===== config.mk =====
export PLATFORM = sky130hd
export DESIGN_NAME = cond_set_halt_subtract_exec
export DESIGN_NICKNAME = d
export VERILOG_FILES = /design/src/rtl/exec_pkg.sv /design/src/rtl/cond_set_halt_subtract_exec.sv /design/src/rtl/cond_eval.sv
export SDC_FILE = /design/constraint.sdc
export NUM_CORES = 1
export LEC_CHECK = 0
export ABC_CLOCK_PERIOD_IN_PS = 3500
export BUFFER_PORTS_ARGS = -buffer_cell sky130_fd_sc_hd__buf_4
export CAP_MARGIN = 30
export CORE_UTILIZATION = 30
export CTS_CLUSTER_DIAMETER = 30
export CTS_CLUSTER_SIZE = 14
export DETAILED_ROUTE_END_ITERATION = 10
export SLEW_MARGIN = 15
export SYNTH_ARGS = -nofsm -noshare
export SYNTH_HDL_FRONTEND = slang
export SYNTH_SLANG_ARGS = --single-unit

===== constraint.sdc =====
create_clock -name ref_clk -period 3.5 [get_ports ref_clk]
set_input_delay 0.525 -clock ref_clk [delete_from_list [all_inputs] [get_ports ref_clk]]
set_output_delay 0.525 -clock ref_clk [all_outputs]
set_load 0.005 [all_outputs]

===== src/rtl/exec_pkg.sv =====
// Purpose: Shared constants for the set-on-condition, halt and subtract executor.
// Assumes: 16-bit opcode words, 16-bit status word, 32-bit operands.
// Notes:   Field positions, encodings and status bit positions live here only.
package exec_pkg;
    // ========================================================================
    // Opcode fields
    // ========================================================================
    localparam logic [15:0] HALT_OPCODE    = 16'h4E72;
    localparam logic [3:0]  SUB_GROUP      = 4'hD;
    localparam logic [3:0]  SET_GROUP      = 4'h5;
    localparam logic [1:0]  SET_SIZE_CODE  = 2'h3;
    localparam int          GROUP_HI       = 15;
    localparam int          GROUP_LO       = 12;
    localparam int          COND_HI        = 11;
    localparam int          COND_LO        = 8;
    localparam int          DREG_HI        = 11;
    localparam int          DREG_LO        = 9;
    localparam int          OPM_HI         = 8;
    localparam int          OPM_LO         = 6;
    localparam int          SIZE_HI        = 7;
    localparam int          SIZE_LO        = 6;
    localparam int          MODE_HI        = 5;
    localparam int          MODE_LO        = 3;
    localparam int          EREG_HI        = 2;
    localparam int          EREG_LO        = 0;

    // ========================================================================
    // Addressing modes
    // ========================================================================
    localparam logic [2:0] MODE_DREG    = 3'h0;
    localparam logic [2:0] MODE_AREG    = 3'h1;
    localparam logic [2:0] MODE_IND     = 3'h2;
    localparam logic [2:0] MODE_IDX     = 3'h6;
    localparam logic [2:0] MODE_EXT     = 3'h7;
    localparam logic [2:0] EXT_ABS_W    = 3'h0;
    localparam logic [2:0] EXT_ABS_L    = 3'h1;
    localparam logic [2:0] EXT_PC_DISP  = 3'h2;
    localparam logic [2:0] EXT_PC_IDX   = 3'h3;
    localparam logic [2:0] EXT_IMM      = 3'h4;

    // ========================================================================
    // Subtract operation modes and sizes
    // ========================================================================
    localparam logic [1:0] SZ_BYTE = 2'h0;
    localparam logic [1:0] SZ_WORD = 2'h1;
    localparam logic [1:0] SZ_LONG = 2'h2;
    localparam int         OPM_DIR_BIT = 2;

    // ========================================================================
    // Condition codes
    // ========================================================================
    localparam logic [3:0] CC_T  = 4'h0;
    localparam logic [3:0] CC_F  = 4'h1;
    localparam logic [3:0] CC_HI = 4'h2;
    localparam logic [3:0] CC_LS = 4'h3;
    localparam logic [3:0] CC_CC = 4'h4;
    localparam logic [3:0] CC_CS = 4'h5;
    localparam logic [3:0] CC_NE = 4'h6;
    localparam logic [3:0] CC_EQ = 4'h7;
    localparam logic [3:0] CC_VC = 4'h8;
    localparam logic [3:0] CC_VS = 4'h9;
    localparam logic [3:0] CC_PL = 4'hA;
    localparam logic [3:0] CC_MI = 4'hB;
    localparam logic [3:0] CC_GE = 4'hC;
    localparam logic [3:0] CC_LT = 4'hD;
    localparam logic [3:0] CC_GT = 4'hE;
    localparam logic [3:0] CC_LE = 4'hF;

    // ========================================================================
    // Status word layout
    // ========================================================================
    localparam int          PSW_C        = 0;
    localparam int          PSW_V        = 1;
    localparam int          PSW_Z        = 2;
    localparam int          PSW_N        = 3;
    localparam int          PSW_X        = 4;
    localparam int          PSW_MASK_LO  = 8;
    localparam int          PSW_MASK_HI  = 10;
    localparam int          PSW_SUPER    = 13;
    localparam int          PSW_TRACE_LO = 14;
    localparam int          PSW_TRACE_HI = 15;
    localparam logic [15:0] PSW_RESET    = 16'h2700;
    localparam logic [7:0]  BYTE_ONES    = 8'hFF;
    localparam logic [7:0]  BYTE_ZEROS   = 8'h00;
endpackage : exec_pkg


===== src/rtl/cond_set_halt_subtract_exec.sv =====
// Purpose: Decode and execute of set-on-condition, load-status-and-halt and subtract.
// Assumes: Operands are fetched outside; one instruction presented per strobe.
// Notes:   Results and exceptions are one-cycle pulses with registered data.
`timescale 1ns/1ns
`default_nettype none

module cond_set_halt_subtract_exec
    import exec_pkg::*;
#(
    parameter int DATA_W = 32
) (
    input  wire logic              ref_clk,
    input  wire logic              reset,
    input  wire logic              clk_en,
    input  wire logic              instr_valid,
    input  wire logic [15:0]       opcode,
    input  wire logic [15:0]       ext_word,
    input  wire logic [DATA_W-1:0] src_operand,
    input  wire logic [DATA_W-1:0] dst_operand,
    input  wire logic [2:0]        irq_level,
    output logic                   instr_ready,
    output logic                   halted,
    output logic [15:0]            processor_status_word,
    output logic                   pc_advance,
    output logic                   result_valid,
    output logic [DATA_W-1:0]      result_data,
    output logic [1:0]             result_size,
    output logic                   result_to_reg,
    output logic [2:0]             result_reg,
    output logic [5:0]             result_ea,
    output logic                   privilege_trap,
    output logic                   illegal_trap,
    output logic                   trace_trap,
    output logic                   irq_taken,
    output logic [2:0]             irq_taken_level
);
    // Operand ports and the fetch side are fixed at 32 bits
    if (DATA_W != 32) begin : g_width_chk
        $error("DATA_W must be 32");
    end

    // ========================================================================
    // State
    // ========================================================================
    typedef enum logic [1:0] {
        RUN  = 2'b01,
        HALT = 2'b10
    } mode_t;

    typedef struct packed {
        mode_t             mode;
        logic [15:0]       psw;
        logic              trace_pend;
        logic              pc_adv;
        logic              res_v;
        logic [DATA_W-1:0] res;
        logic [1:0]        res_sz;
        logic              res_to_reg;
        logic [2:0]        res_reg;
        logic [5:0]        res_ea;
        logic              priv;
        logic              ill;
        logic              trc;
        logic              irq;
        logic [2:0]        irq_lvl;
    } state_t;

    state_t st_r;
    state_t st_nxt;

    // ========================================================================
    // Decode
    // ========================================================================
    logic [2:0] ea_mode;
    logic [2:0] ea_reg;
    logic [2:0] opm;
    logic [1:0] sub_sz;
    logic       is_set;
    logic       is_halt;
    logic       is_sub;
    logic       sub_to_mem;
    logic       data_alt;
    logic       mem_alt;
    logic       src_ok;
    logic       set_ok;
    logic       sub_ok;
    logic       cond_true;

    assign ea_mode    = opcode[MODE_HI:MODE_LO];
    assign ea_reg     = opcode[EREG_HI:EREG_LO];
    assign opm        = opcode[OPM_HI:OPM_LO];
    assign sub_sz     = opm[1:0];
    assign sub_to_mem = opm[OPM_DIR_BIT];
    assign is_halt    = opcode == HALT_OPCODE;
    assign is_set     = opcode[GROUP_HI:GROUP_LO] == SET_GROUP
                        && opcode[SIZE_HI:SIZE_LO] == SET_SIZE_CODE;
    assign is_sub     = opcode[GROUP_HI:GROUP_LO] == SUB_GROUP
                        && sub_sz != SZ_LONG + 2'h1;

    // Memory alterable: indirect through indexed, or absolute short/long
    assign mem_alt  = (ea_mode >= MODE_IND && ea_mode <= MODE_IDX)
                      || (ea_mode == MODE_EXT && (ea_reg == EXT_ABS_W || ea_reg == EXT_ABS_L));
    assign data_alt = mem_alt || ea_mode == MODE_DREG;
    assign src_ok   = ea_mode != MODE_EXT
                      || ea_reg <= EXT_IMM;
    assign set_ok   = data_alt;
    assign sub_ok   = sub_to_mem ? mem_alt
                      : (src_ok && !(ea_mode == MODE_AREG && sub_sz == SZ_BYTE));

    cond_eval u_cond (
        .cond    (opcode[COND_HI:COND_LO]),
        .flags   (st_r.psw[PSW_X:PSW_C]),
        .is_true (cond_true)
    );

    // ========================================================================
    // Subtract datapath
    // ========================================================================
    logic [DATA_W-1:0] minuend;
    logic [DATA_W-1:0] subtrahend;
    logic [DATA_W:0]   diff;
    logic              msb_d;
    logic              msb_s;
    logic              msb_r;
    logic              borrow;
    logic              zero;
    int                top;

    // Caller presents the minuend on dst_operand, so one subtractor serves both directions
    assign minuend    = dst_operand;
    assign subtrahend = src_operand;
    assign diff       = {1'b0, minuend} - {1'b0, subtrahend};

    always_comb begin
        top = 7;
        unique case (sub_sz)
            SZ_BYTE: top = 7;
            SZ_WORD: top = 15;
            default: top = DATA_W - 1;
        endcase
        msb_d  = minuend[top];
        msb_s  = subtrahend[top];
        msb_r  = diff[top];
        // Borrow out of the sized field: compare the sized operands
        unique case (sub_sz)
            SZ_BYTE: begin
                borrow = minuend[7:0] < subtrahend[7:0];
                zero   = diff[7:0] == 8'h00;
            end
            SZ_WORD: begin
                borrow = minuend[15:0] < subtrahend[15:0];
                zero   = diff[15:0] == 16'h0000;
            end
            default: begin
                borrow = diff[DATA_W];
                zero   = diff[DATA_W-1:0] == '0;
            end
        endcase
    end

    // ========================================================================
    // Next state
    // ========================================================================
    logic in_super;
    assign in_super = st_r.psw[PSW_SUPER];

    always_comb begin
        st_nxt            = st_r;
        st_nxt.pc_adv     = 1'b0;
        st_nxt.res_v      = 1'b0;
        st_nxt.priv       = 1'b0;
        st_nxt.ill        = 1'b0;
        st_nxt.trc        = 1'b0;
        st_nxt.irq        = 1'b0;
        unique case (st_r.mode)
            RUN: begin
                if (instr_valid) begin
                    if (is_halt) begin
                        if (!in_super) begin
                            st_nxt.priv = 1'b1;
                        end else begin
                            st_nxt.psw        = ext_word;
                            st_nxt.pc_adv     = 1'b1;
                            st_nxt.mode       = HALT;
                            st_nxt.trace_pend = st_r.psw[PSW_TRACE_LO] && !st_r.psw[PSW_TRACE_HI];
                        end
                    end else if (is_set) begin
                        if (!set_ok) begin
                            st_nxt.ill = 1'b1;
                        end else begin
                            st_nxt.res_v      = 1'b1;
                            st_nxt.res        = {{(DATA_W-8){1'b0}}, cond_true ? BYTE_ONES : BYTE_ZEROS};
                            st_nxt.res_sz     = SZ_BYTE;
                            st_nxt.res_to_reg = ea_mode == MODE_DREG;
                            st_nxt.res_reg    = ea_reg;
                            st_nxt.res_ea     = opcode[MODE_HI:EREG_LO];
                        end
                    end else if (is_sub) begin
                        if (!sub_ok) begin
                            st_nxt.ill = 1'b1;
                        end else begin
                            st_nxt.res_v      = 1'b1;
                            st_nxt.res        = diff[DATA_W-1:0];
                            st_nxt.res_sz     = sub_sz;
                            st_nxt.res_to_reg = !sub_to_mem;
                            st_nxt.res_reg    = opcode[DREG_HI:DREG_LO];
                            st_nxt.res_ea     = opcode[MODE_HI:EREG_LO];
                            st_nxt.psw[PSW_N] = msb_r;
                            st_nxt.psw[PSW_Z] = zero;
                            st_nxt.psw[PSW_V] = (msb_d != msb_s) && (msb_r != msb_d);
                            st_nxt.psw[PSW_C] = borrow;
                            st_nxt.psw[PSW_X] = borrow;
                        end
                    end else begin
                        st_nxt.ill = 1'b1;
                    end
                end
            end
            HALT: begin
                // Apart from reset, only trace or a high enough interrupt leaves this state
                if (st_r.trace_pend) begin
                    st_nxt.trc        = 1'b1;
                    st_nxt.trace_pend = 1'b0;
                    st_nxt.mode       = RUN;
                end else if (irq_level > st_r.psw[PSW_MASK_HI:PSW_MASK_LO]) begin
                    st_nxt.irq     = 1'b1;
                    st_nxt.irq_lvl = irq_level;
                    st_nxt.mode    = RUN;
                end
            end
        endcase
    end

    // Reset acts in every mode, halted included
    always_ff @(posedge ref_clk or posedge reset) begin
        if (reset) begin
            st_r            <= '0;
            st_r.mode       <= RUN;
            st_r.psw        <= PSW_RESET;
        end else if (clk_en) begin
            st_r <= st_nxt;
        end
    end

    // ========================================================================
    // Outputs
    // ========================================================================
    assign instr_ready           = st_r.mode == RUN;
    assign halted                = st_r.mode == HALT;
    assign processor_status_word = st_r.psw;
    assign pc_advance            = st_r.pc_adv;
    assign result_valid          = st_r.res_v;
    assign result_data           = st_r.res;
    assign result_size           = st_r.res_sz;
    assign result_to_reg         = st_r.res_to_reg;
    assign result_reg            = st_r.res_reg;
    assign result_ea             = st_r.res_ea;
    assign privilege_trap        = st_r.priv;
    assign illegal_trap          = st_r.ill;
    assign trace_trap            = st_r.trc;
    assign irq_taken             = st_r.irq;
    assign irq_taken_level       = st_r.irq_lvl;
endmodule : cond_set_halt_subtract_exec
`default_nettype wire


===== src/rtl/cond_eval.sv =====
// Purpose: Evaluates one 4-bit condition selector against the flags.
// Assumes: Flags are the low five bits of the status word.
// Notes:   Pure combinational.
`timescale 1ns/1ns
`default_nettype none
module cond_eval
    import exec_pkg::*;
(
    input  wire logic [3:0] cond,
    input  wire logic [4:0] flags,
    output logic            is_true
);
    logic c;
    logic v;
    logic z;
    logic n;
    assign c = flags[PSW_C];
    assign v = flags[PSW_V];
    assign z = flags[PSW_Z];
    assign n = flags[PSW_N];

    always_comb begin
        unique case (cond)
            CC_T:    is_true = 1'b1;
            CC_F:    is_true = 1'b0;
            CC_HI:   is_true = !c && !z;
            CC_LS:   is_true = c || z;
            CC_CC:   is_true = !c;
            CC_CS:   is_true = c;
            CC_NE:   is_true = !z;
            CC_EQ:   is_true = z;
            CC_VC:   is_true = !v;
            CC_VS:   is_true = v;
            CC_PL:   is_true = !n;
            CC_MI:   is_true = n;
            CC_GE:   is_true = n == v;
            CC_LT:   is_true = n != v;
            CC_GT:   is_true = (n == v) && !z;
            CC_LE:   is_true = z || (n != v);
        endcase
    end
endmodule : cond_eval
`default_nettype wire


==> results.toml <==
[status]
status = "finished, final reports clean"

[critical_path]
worst_path_most_repeated_cell = "a21o_1"
end_kind = "flip-flop"
path_depth = 13
cp.required_ns = 3.78
critPathTopFamily = "compound AO/OA/AOI/OAI gates"
path_cells = "buf_4 > inv_1 > ha_1 > a21o_1 > a211o_1 > o2111a_2 > o21ai_2 > a31oi_1 > o2111ai_1 > mux2i_1 > a221oi_1 > a2111oi_0 > a21o_1"
cp-start-kind = "input pin"
slowest_delay_ns = 0.41
setup.worst_path.class = "in2reg"
critPathMaxFanout = 4
ff2ff_path_depth = 6
r2r_slack_ns = 0.92
slowest_stage = "a2111oi_0"
path_buf_inv = 2
cp.arrival_ns = 3.40

[sta]
setup-tns-final_ns = 0
relSlewSlack_pct = 48.0
worst_slack_ns = 0.381
hold_violations = 0
period_minus_slack_ns = 3.12
rsz0062_at_grt = "no"
fmax_mhz = 321
setup_viol = 0
report.final.slew_viol_count = 0
period_share_pct = 89.1
max_slew.worst_pin.slew_ns = 0.777
clock-skew-final_ns = 0.00509

[power_and_ir_drop]
switching_share_pct = 30.1
p_int_mw = 1.60
p_seq_share_pct = 36.5
p_leak_nw = 3.79
pwr-share-clk_pct = 37.1
finalPower_mw = 2.28
p_switching_mw = 0.687
combPwrFrac_pct = 26.5
cellPowerDensity_nw_per_um2 = 314
peakVddDrop_uv = 202

[die]
io_pins = 174
core_area_um2 = 18800
die_w_um = 141
rows = 50
initial_core_util_pct = 30.8
die_area_um2 = 19900
dieHeight_um = 141

[synthesis]
ys_seq_area_share_pct = 31.1
synth-edff-count = 0
ys_warn_count = 0
synth_top_cell_by_area = "dfrtp_1"
synth_cells = 705
syn_avg_cell_area_um2 = 8.24
synth_fa_ha_area_share_pct = 7.88
synth_mux_area_share_pct = 3.32
synth.top_cell.area_share_pct = 28.9
synth_top_family_by_area = "compound AO/OA/AOI/OAI gates"
synth_ff_type = "dfrtp_1"
synth-compound-area-share_pct = 21.2
synth-seq-cells = 72
async_reset_ff_share_pct = 100
synth-simple-area-share_pct = 18.0
ys_types = 67
synthXorXnorAreaFrac_pct = 4.52
syn_area_um2 = 5810
synth.area.top_cells = "dfrtp_1 29%, buf_4 8.0%, ha_1 7.5%, nand2_1 5.6%, a21oi_1 3.7%"
synth_fp_nets = 844

[cts]
htree_levels = 3
hold_buffers = 0
clockBufferDepth = 2
path_clk_slew_ns = 0.06
numCtsBuffers = 9
cts.repair.resized = 0
cts_tree = "done"
cts-root-buf = "clkbuf_16"
cts.sinks = 72
cts_setup_buffers = 0
clock_latency_ns = 0.34

[place]
pre_cts_ws_ns = 0.0523
portBuffers = 173
place_congestion = 0.864
place.detailed.hpwl_mm = 13.5

[global_route]
grt_pass1_wl_mm = 25.9
antenna_found_initial = 0
grt_pass1_vias = 4900
grt_use_met3_pct = 2.00
grt_use_met2_pct = 26.9
track_usage_pct = 16.7
gr-usage-met1_pct = 23.1
grt.busiest_layer = "met2"
gr-total-overflow = 0
grt_max_degree = 45

[finish]
largest_reg_flops = 32
fin_nets = 956
multi_input_area_um2 = 3210
ff_latch_area_um2 = 1810
fin_util_pct = 38.6
diodes = 0
layout-drive-gt1-share_pct = 28.6
fillCellCount = 1967
area_growth_pct = 25.2

[worst_hold_path]
hp-class = "in2async"

[drt]
vias_per_cell = 4.89
ant_nets = 0
dr.pass1.iters = 5
wl_per_cell_um = 15.4
vias = 5291
drt_iter0_drc = 244
drt-total-wl_mm = 16.7
drc = 0

[job]
maxCapViolCount = 0
-- stage by stage --
step | cells | area (um^2) | hold WS, ns
6_report | 1082 | 7270 | 0.210
5_1_grt | 1082 | 7270 | 0.246
4_1_cts | 1082 | 7270 | 0.230
3_5_place_dp | 1066 | 7000 | 0.461
3_3_place_gp | 1066 | 7000 | 0.455
2_1_floorplan | 705 | 5810 | 0.440
-- worst reg2reg max path, cell delays in order (launching register included) --
cell and delay (ns):
dfstp_2 0.55, nor2b_1 0.22, and3_1 0.31, nor2b_1 0.42, o21ai_4 0.33, buf_4 0.29, a221o_1 0.35
-- cell usage in the layout (no fill, tap or decap), types with 4 or more instances in the layout --
cell / count
a22o_1: 17
mux2i_1: 8
o211ai_1: 6
ha_1: 35
and3_1: 9
nand2b_1: 10
clkinv_2: 5
o21a_1: 5
a21o_1: 15
dfstp_2: 5
a221o_1: 4
nand2_1: 86
clkbuf_16: 9
a21oi_1: 43
nor2_1: 42
nor2b_1: 7
o21ai_0: 38
a22oi_1: 4
nor4_1: 7
nand3_1: 17
mux2_2: 10
xnor2_1: 16
dfrtp_1: 67
a211o_1: 9
nand4_1: 10
inv_1: 56
xor2_1: 14
nor3_1: 10
buf_4: 193
a31oi_1: 8
-- logic make-up after synthesis --
kind of cell,Yosys count
buffers and inverters,149
xor gates and xnor gates,30
AOI/OAI and AO/OA,183
DFF,72
adders and majority gates,36
and+or+nand+nor,217
muxes,18
-- worst paths after layout --
path,startpoint,endpoint
hold / removal,reset,result_ea[2]
max in group asynchronous,reset,processor_status_word[11]
min in group ref_clk,ext_word[15],processor_status_word[15]
hold reg to reg,processor_status_word[8],processor_status_word[8]
setup reg to reg,st_r[70],result_data[3]
setup / recovery,src_operand[4],processor_status_word[1]
-- metal layers --
metal  up-vias  routed length (um)
li1       2630                   -
met1      2487                8010
met2       158                7740
met3        16                 734
met4         0                 221
met5         -                   0
-- synthesized netlist by cell type (3+ instances only) --
library cell  count
nand2_1          86
dfrtp_1          67
buf_4            62
inv_1            57
a21oi_1          43
nor2_1           42
o21ai_0          38
ha_1             35
clkbuf_1         20
a22o_1           17
nand3_1          17
xnor2_1          16
a21o_1           15
xor2_1           14
nor3_1           11
mux2_2           10
nand2b_1         10
nand4_1          10
a211o_1           9
and3_1            9
a31oi_1           8
buf_2             8
mux2i_1           8
nor2b_1           7
nor4_1            7
o211ai_1          6
dfstp_2           5
o21a_1            5
a221o_1           4
a22oi_1           4
o21ai_1           4
a211oi_1          3
nand3b_1          3
o21bai_1          3
-- power groups by stage --
stage | registers (mW) | logic [mW] | clock network [mW]
finish | 0.833 | 0.605 | 0.847
global route | 0.832 | 0.671 | 0.905
CTS | 0.833 | 0.608 | 0.877
detailed placement | 0.848 | 0.604 | 0
global placement | 0.848 | 0.602 | 0
floorplan | 0.848 | 0.386 | 0
-- area by class of cell --
class / instances / area share, %
multi-input cells: 484 / 44.1
flip-flops and latches: 72 / 24.9
repair buffers: 193 / 19.9
well taps: 260 / 4.47
clock buffers: 12 / 3.39
inverters: 57 / 2.96
clock inverters: 4 / 0.275
Note: power is estimated with default switching activity, not from simulation.
